[src/design/carl_pkg.sv]
// Constants for the command/address reference level mode register.
package carl_pkg;

	// Mode register address decoded by this block.
	localparam logic [5:0] CARL_MODE_ADDR = 6'h0c;

	// Field layout of the 8-bit register.
	localparam int CARL_CODE_LSB = 0;
	localparam int CARL_CODE_W = 6;
	localparam int CARL_RANGE_BIT = 6;
	localparam int CARL_RSVD_BIT = 7;
	localparam int CARL_WORD_W = 7;

	// Highest level code that is valid in either range.
	localparam logic [5:0] CARL_CODE_MAX = 6'h32;

	// Reset value of one set-point copy: range 1, level code 011101.
	localparam logic [0:0] CARL_RANGE_RST = 1'h1;
	localparam logic [5:0] CARL_CODE_RST = 6'h1d;
	localparam logic [6:0] CARL_WORD_RST = {CARL_RANGE_RST, CARL_CODE_RST};

	// Number of frequency set points, one physical copy each.
	localparam int CARL_SETPOINTS = 2;

endpackage

[src/design/carl_copy.sv]
// One set-point copy of the reference level register.
module carl_copy #(
	parameter int WORD_W = carl_pkg::CARL_WORD_W
) (
	input wire logic core_clk_i,
	input wire logic rst_i,
	input wire logic wr_en_i,
	input wire logic [WORD_W-1:0] wr_data_i,
	output logic [WORD_W-1:0] word_o
);

	logic [WORD_W-1:0] next_word;

	if (WORD_W != carl_pkg::CARL_WORD_W) begin : g_width_check
		$error("carl_copy: WORD_W must equal the register field width");
	end

	// Outside reset, the copy only changes on a targeted write; otherwise it holds.
	always_comb begin
		next_word = word_o;
		if (wr_en_i) begin
			next_word = wr_data_i;
		end
	end

	always_ff @(posedge core_clk_i) begin
		if (rst_i) begin
			word_o <= carl_pkg::CARL_WORD_RST;
		end else begin
			word_o <= next_word;
		end
	end

endmodule

[src/design/carl_reg.sv]
// Command/address reference level mode register with two set-point copies.

// Operation
// - Register answers mode register write and read at address 0C hex.
// - Bits 5..0 level code, bit 6 range select, bit 7 reserved.
// - Level codes above 110010 are reserved; controller must not program them.
// - Reset gives range select 1 with level code 011101.
// - Two copies; writes and reads reach only the write-selected copy.
// - Device runs only from operate-selected copy; inactive writes change nothing.
// - Read drives register bits 7..0 on DQ 7..0, reserved bits zero.
// - Written value holds until rewritten or reset.
// - Write-select bit 0 picks set point 0, 1 picks set point 1.
// - Operate-select bit 0 runs set point 0, 1 runs set point 1.
module carl_reg (
	input wire logic core_clk_i,
	input wire logic rst_i,
	input wire logic mrw_valid_i,
	input wire logic mrr_valid_i,
	input wire logic [5:0] mode_addr_i,
	input wire logic [7:0] mode_op_i,
	input wire logic setpoint_write_select_i,
	input wire logic setpoint_operate_select_i,
	output logic [7:0] dq_o,
	output logic dq_oe_o,
	output logic mrr_data_valid_o,
	output logic [5:0] ca_ref_level_code_o,
	output logic ca_ref_range_select_o,
	output logic ca_ref_code_reserved_o
);

	localparam int NSP = carl_pkg::CARL_SETPOINTS;
	localparam int WW = carl_pkg::CARL_WORD_W;

	logic mrw_hit;
	logic mrr_hit;
	logic [WW-1:0] copy_word [NSP];
	logic [WW-1:0] wsel_word;
	logic [WW-1:0] osel_word;
	logic [7:0] next_dq;
	logic next_dq_oe;
	logic next_mrr_valid;
	logic [5:0] next_code;
	logic next_range;
	logic next_reserved;

	// Both commands must carry this register's address to touch it.
	assign mrw_hit = mrw_valid_i && (mode_addr_i == carl_pkg::CARL_MODE_ADDR);
	assign mrr_hit = mrr_valid_i && (mode_addr_i == carl_pkg::CARL_MODE_ADDR);

	// Bit 7 of the write data is reserved and is never stored. The range
	// bit is taken from the same write as the code, so a write always sets
	// both fields together.
	for (genvar sp = 0; sp < NSP; sp++) begin : g_copy
		carl_copy #(
			.WORD_W(WW)
		) u_copy (
			.core_clk_i(core_clk_i),
			.rst_i(rst_i),
			// The cast keeps the set-point compare one bit wide on both sides.
			.wr_en_i(mrw_hit && (setpoint_write_select_i == 1'(sp))),
			.wr_data_i(mode_op_i[WW-1:0]),
			.word_o(copy_word[sp])
		);
	end

	assign wsel_word = copy_word[setpoint_write_select_i];
	assign osel_word = copy_word[setpoint_operate_select_i];

	// A reserved code is not rejected: it is stored as written, and only
	// flagged, because the device has no way to refuse a mode write.
	function automatic logic code_reserved(input logic [5:0] code);
		code_reserved = code > carl_pkg::CARL_CODE_MAX;
	endfunction

	always_comb begin
		next_dq = 8'h00;
		next_dq_oe = 1'b0;
		next_mrr_valid = 1'b0;
		if (mrr_hit) begin
			next_dq = {1'b0, wsel_word};
			next_dq_oe = 1'b1;
			next_mrr_valid = 1'b1;
		end
		next_code = osel_word[carl_pkg::CARL_CODE_W-1:0];
		next_range = osel_word[carl_pkg::CARL_RANGE_BIT];
		next_reserved = code_reserved(osel_word[5:0]);
	end

	always_ff @(posedge core_clk_i) begin
		if (rst_i) begin
			dq_o <= 8'h00;
			dq_oe_o <= 1'b0;
			mrr_data_valid_o <= 1'b0;
			ca_ref_level_code_o <= carl_pkg::CARL_CODE_RST;
			ca_ref_range_select_o <= carl_pkg::CARL_RANGE_RST;
			ca_ref_code_reserved_o <= 1'b0;
		end else begin
			dq_o <= next_dq;
			dq_oe_o <= next_dq_oe;
			mrr_data_valid_o <= next_mrr_valid;
			ca_ref_level_code_o <= next_code;
			ca_ref_range_select_o <= next_range;
			ca_ref_code_reserved_o <= next_reserved;
		end
	end
endmodule

[config.mk]
export PLATFORM = sky130hd
export DESIGN_NAME = carl_reg
export DESIGN_NICKNAME = d
export VERILOG_FILES = /design/src/design/carl_pkg.sv /design/src/design/carl_copy.sv /design/src/design/carl_reg.sv
export SDC_FILE = /design/constraint.sdc
export NUM_CORES = 1
export LEC_CHECK = 0
export BUFFER_PORTS_ARGS = -buffer_cell sky130_fd_sc_hd__buf_4
export CORE_MARGIN = 5
export CORE_UTILIZATION = 44
export CTS_CLUSTER_SIZE = 20
export DETAILED_ROUTE_END_ITERATION = 12
export MAX_ROUTING_LAYER = met4
export PLACE_DENSITY = 0.79
export RECOVER_POWER = 100
export SLEW_MARGIN = 25
export SYNTH_ARGS = -nofsm -noshare
export SYNTH_HDL_FRONTEND = slang
export SYNTH_SLANG_ARGS = --single-unit
[constraint.sdc]
create_clock -name core_clk_i -period 2.55 [get_ports core_clk_i]
set_input_delay 0.3825 -clock core_clk_i [delete_from_list [all_inputs] [get_ports core_clk_i]]
set_output_delay 0.3825 -clock core_clk_i [all_outputs]
set_load 0.02 [all_outputs]
==> metrics.md <==
| Metric | Value |
|---|---|
| Status | `finished clean` |
| Cell Pwr Density | `552.1 nW/um^2` |
| Clk buf depth | `2` |
| Hold-fix buffers at CTS | `0` |
| Synthesized net count | `137` |
| Final setup viols | `0` |
| Max Slew Vio Count | `0` |
| CTS buffer count | `5` |
| Fmax | `0.7290 GHz` |
| Largest net degree at the start of global routing | `30` |
| Reg-to-reg endpoint | `ca_ref_code_reserved_o` |
| GP Congestion | `0.8065` |
| Number of distinct library cells after synthesis | `25` |
| Drt first-iter violations | `24` |
| Sequential area share after synthesis | `49.43%` |
| CP Data Required Time | `2.80 ns` |
| Worst slew pin tran | `0.5132 ns` |
| First-pass GRT wire length | `4057 microns` |
| GR Overflow Total | `0` |
| WHS Path Cells | `3` |
| Register bit total from synthesis | `30` |
| Final Hold Fails | `0` |
| WL final | `2346 microns` |
| Via density per instance | `4.895` |
| Initial Util | `44.83%` |
| Initial antenna violation count | `0` |
| Fin util | `52.31%` |
| Clock Pin Slew Worst Setup and Hold Paths | `0.09 ns` |
| DIE AREA | `3912 sq um` |
| Crit path max fanout | `8` |
| Fin nets | `170` |
| FF-to-FF Start | `g_copy[0].u_copy.word_o[1]` |
| Crit end category | `register` |
| Critical Path Source Type | `input port` |
| Hold Crit Class | `input port to register` |
| Minimum clock period | `1.372 ns` |
| Reg2reg path depth | `3` |
| Core ar. | `2710 sq um` |
| Setup Skew | `0.006774 ns` |
| WHS | `0.3234 ns` |
| Pwr Total | `0.0007826 W` |
| CTS tree | `built` |
| Layout cells sized above 1 | `15.33%` |
| Worst Hold Endpoint | `g_copy[0].u_copy.word_o[3]` |
| CTS root buf | `clkbuf_4` |
| Syn avg cell area | `10.38 sq um` |
| Clk_lat worst skew | `0.32 ns` |
| Relative slew margins | `65.71%` |
| Netlist area before placement | `1215 sq um` |
| Pleak | `0.6230 nW` |
| Vert. Die Dim | `62.55 microns` |
| Cells after Synth | `117` |
| Number of I/O pins | `38` |
| Clock Sink Count | `30` |
| Die W | `62.55 microns` |
| Setup slack, reg-to-reg | `1.57 ns` |
| Storage element area | `600.6 sq um` |
| Setup TNS | `0 ns` |
| Routed len/inst | `12.96 microns` |
| P&R area growth vs syn | `16.68%` |
| # DRC | `0` |
| Synth warn | `0` |
| Post CTS Setup Buffer Count | `0` |
| FP Rows | `19` |
| Post-DP HPWL | `1716 microns` |
| Antenna cells | `0` |
| Routed vias | `886` |
| Layout fillers | `285` |
| Max stage delay on crit path | `0.45 ns` |
| Antenna Nets Post-Route | `0` |
| Drt first pass iters | `4` |
| CP arrival | `1.62 ns` |
| Total GRT Usage | `13.49%` |
| CP cell instances | `clkbuf_4, nor3b_1, nand4b_1, nor2_1` |
| Crit-path slowest cell | `nor3b_1` |
| RSZ-0062 raised after global routing | `false` |
| VDD IR max | `0.0003502 V` |
| Port Buffers | `35` |
| Crit path kind | `input port to register` |
| Max-Cap Viols | `0` |
| Fin crit share | `53.79%` |
| Area of the multi-input gates | `530.5 sq um` |
| Vias in the first global route | `920` |
| # resized after CTS | `0` |
| H-tree levels | `2` |
| Hold Crit Start | `mode_op_i[3]` |
-- power breakdown --
group          switching (W)  internal [W]
Sequential        0.00000121      0.000472
Clock               0.000144      0.000104
Combinational      0.0000308     0.0000312
Total               0.000176      0.000607
-- stage by stage --
step | instance area, sq um | cells | setup WS (ns)
after detailed placement | 1454 | 174 | 1.104
after global routing | 1418 | 181 | 0.9620
after global placement | 1454 | 174 | 1.158
final | 1418 | 181 | 1.178
after CTS | 1499 | 181 | 1.344
after floorplan | 1215 | 117 | 1.374
-- Yosys cell counts --
cell | instances | share of area, %
a211o_1 | 4 | 2.9
a211oi_1 | 2 | 1.2
and2_1 | 1 | 0.52
and3_1 | 1 | 0.52
and3b_1 | 1 | 0.72
and4bb_1 | 1 | 1.0
buf_2 | 2 | 0.82
buf_4 | 2 | 1.2
buf_6 | 2 | 1.9
clkbuf_1 | 2 | 0.62
clkbuf_4 | 1 | 0.62
conb_1 | 1 | 0.31
dfxtp_1 | 30 | 49
inv_1 | 1 | 0.31
mux2i_1 | 23 | 19
nand2_1 | 1 | 0.31
nand2b_1 | 7 | 3.6
nand3_1 | 1 | 0.41
nand3b_1 | 2 | 1.2
nand4b_2 | 1 | 1.2
nor2_1 | 24 | 7.4
nor2b_1 | 4 | 2.1
nor3b_1 | 1 | 0.62
nor3b_4 | 1 | 1.5
o22ai_1 | 1 | 0.52
-- metal layers --
| layer | GRT usage, % | up-vias | wire, microns |
|---|---|---|---|
| met5 | - | - | 0 |
| met4 | 5.570 | 0 | 45 |
| met3 | 5.935 | 4 | 158 |
| met2 | 21.76 | 28 | 1144 |
| met1 | 14.38 | 395 | 998 |
| li1 | - | 459 | - |
-- logic make-up (layout without fill, tap and decap cells) --
family	count (synthesis)	in the layout	synth area share [%]
and+or+nand+nor	46	46	21.21
buffers and inverters	10	43	5.458
other	1	1	0.3087
muxes	23	23	18.95
AOI/OAI and AO/OA	7	7	4.634
DFF	30	30	49.43
-- worst max-delay path by stage --
stage / slack, ns / startpoint / depth (start not counted) / to
after floorplan: 1.37 / mode_addr_i[4] / 4 / g_copy[0].u_copy.word_o[0]
after global placement: 1.16 / mode_addr_i[4] / 4 / g_copy[0].u_copy.word_o[6]
after detailed placement: 1.10 / mode_addr_i[4] / 4 / g_copy[0].u_copy.word_o[1]
after CTS: 1.34 / dq_o[6] / 1 / dq_o[6]
after global routing: 0.96 / mode_addr_i[1] / 4 / dq_o[0]
final: 1.18 / mode_addr_i[1] / 4 / dq_o[6]
-- critical path, delay by kind of cell --
kind,cells,cell delay (ns)
buffers and inverters,1,0.11
and+or+nand+nor,3,1.13
-- sequential cells by signal, summed over array words and instances, names as in the netlist --
signal / count
ca_ref_code_reserved_o: 1
ca_ref_level_code_o: 6
ca_ref_range_select_o: 1
dq_o: 7
g_copy.u_copy.word_o: 14
mrr_data_valid_o: 1
-- cell type report --
cell class | count | share of cell area [%]
inverter | 1 | 0.2648
timing repair buffer | 35 | 14.03
sequential | 30 | 42.37
tap | 31 | 2.736
clock buffer | 7 | 3.177
multi-input combinational | 77 | 37.42
-- placed cells by master (no fill, tap or decap) --
master,netlist,layout
mux2i_1,23,23
o22ai_1,1,1
clkbuf_1,2,19
dfxtp_1,30,30
and4bb_1,1,1
nand2b_1,7,7
a211o_1,4,4
nand2_1,1,1
buf_4,2,16
and2_1,1,1
nor2_1,24,24
clkbuf_4,1,7
nand4b_1,0,1
nor2b_1,4,4
conb_1,1,1
nor3b_1,1,2
inv_1,1,1
and3_1,1,1
a211oi_1,2,2
and3b_1,1,1
nand3_1,1,1
nand3b_1,2,2
No activity file was read; power rests on OpenSTA's default activity.
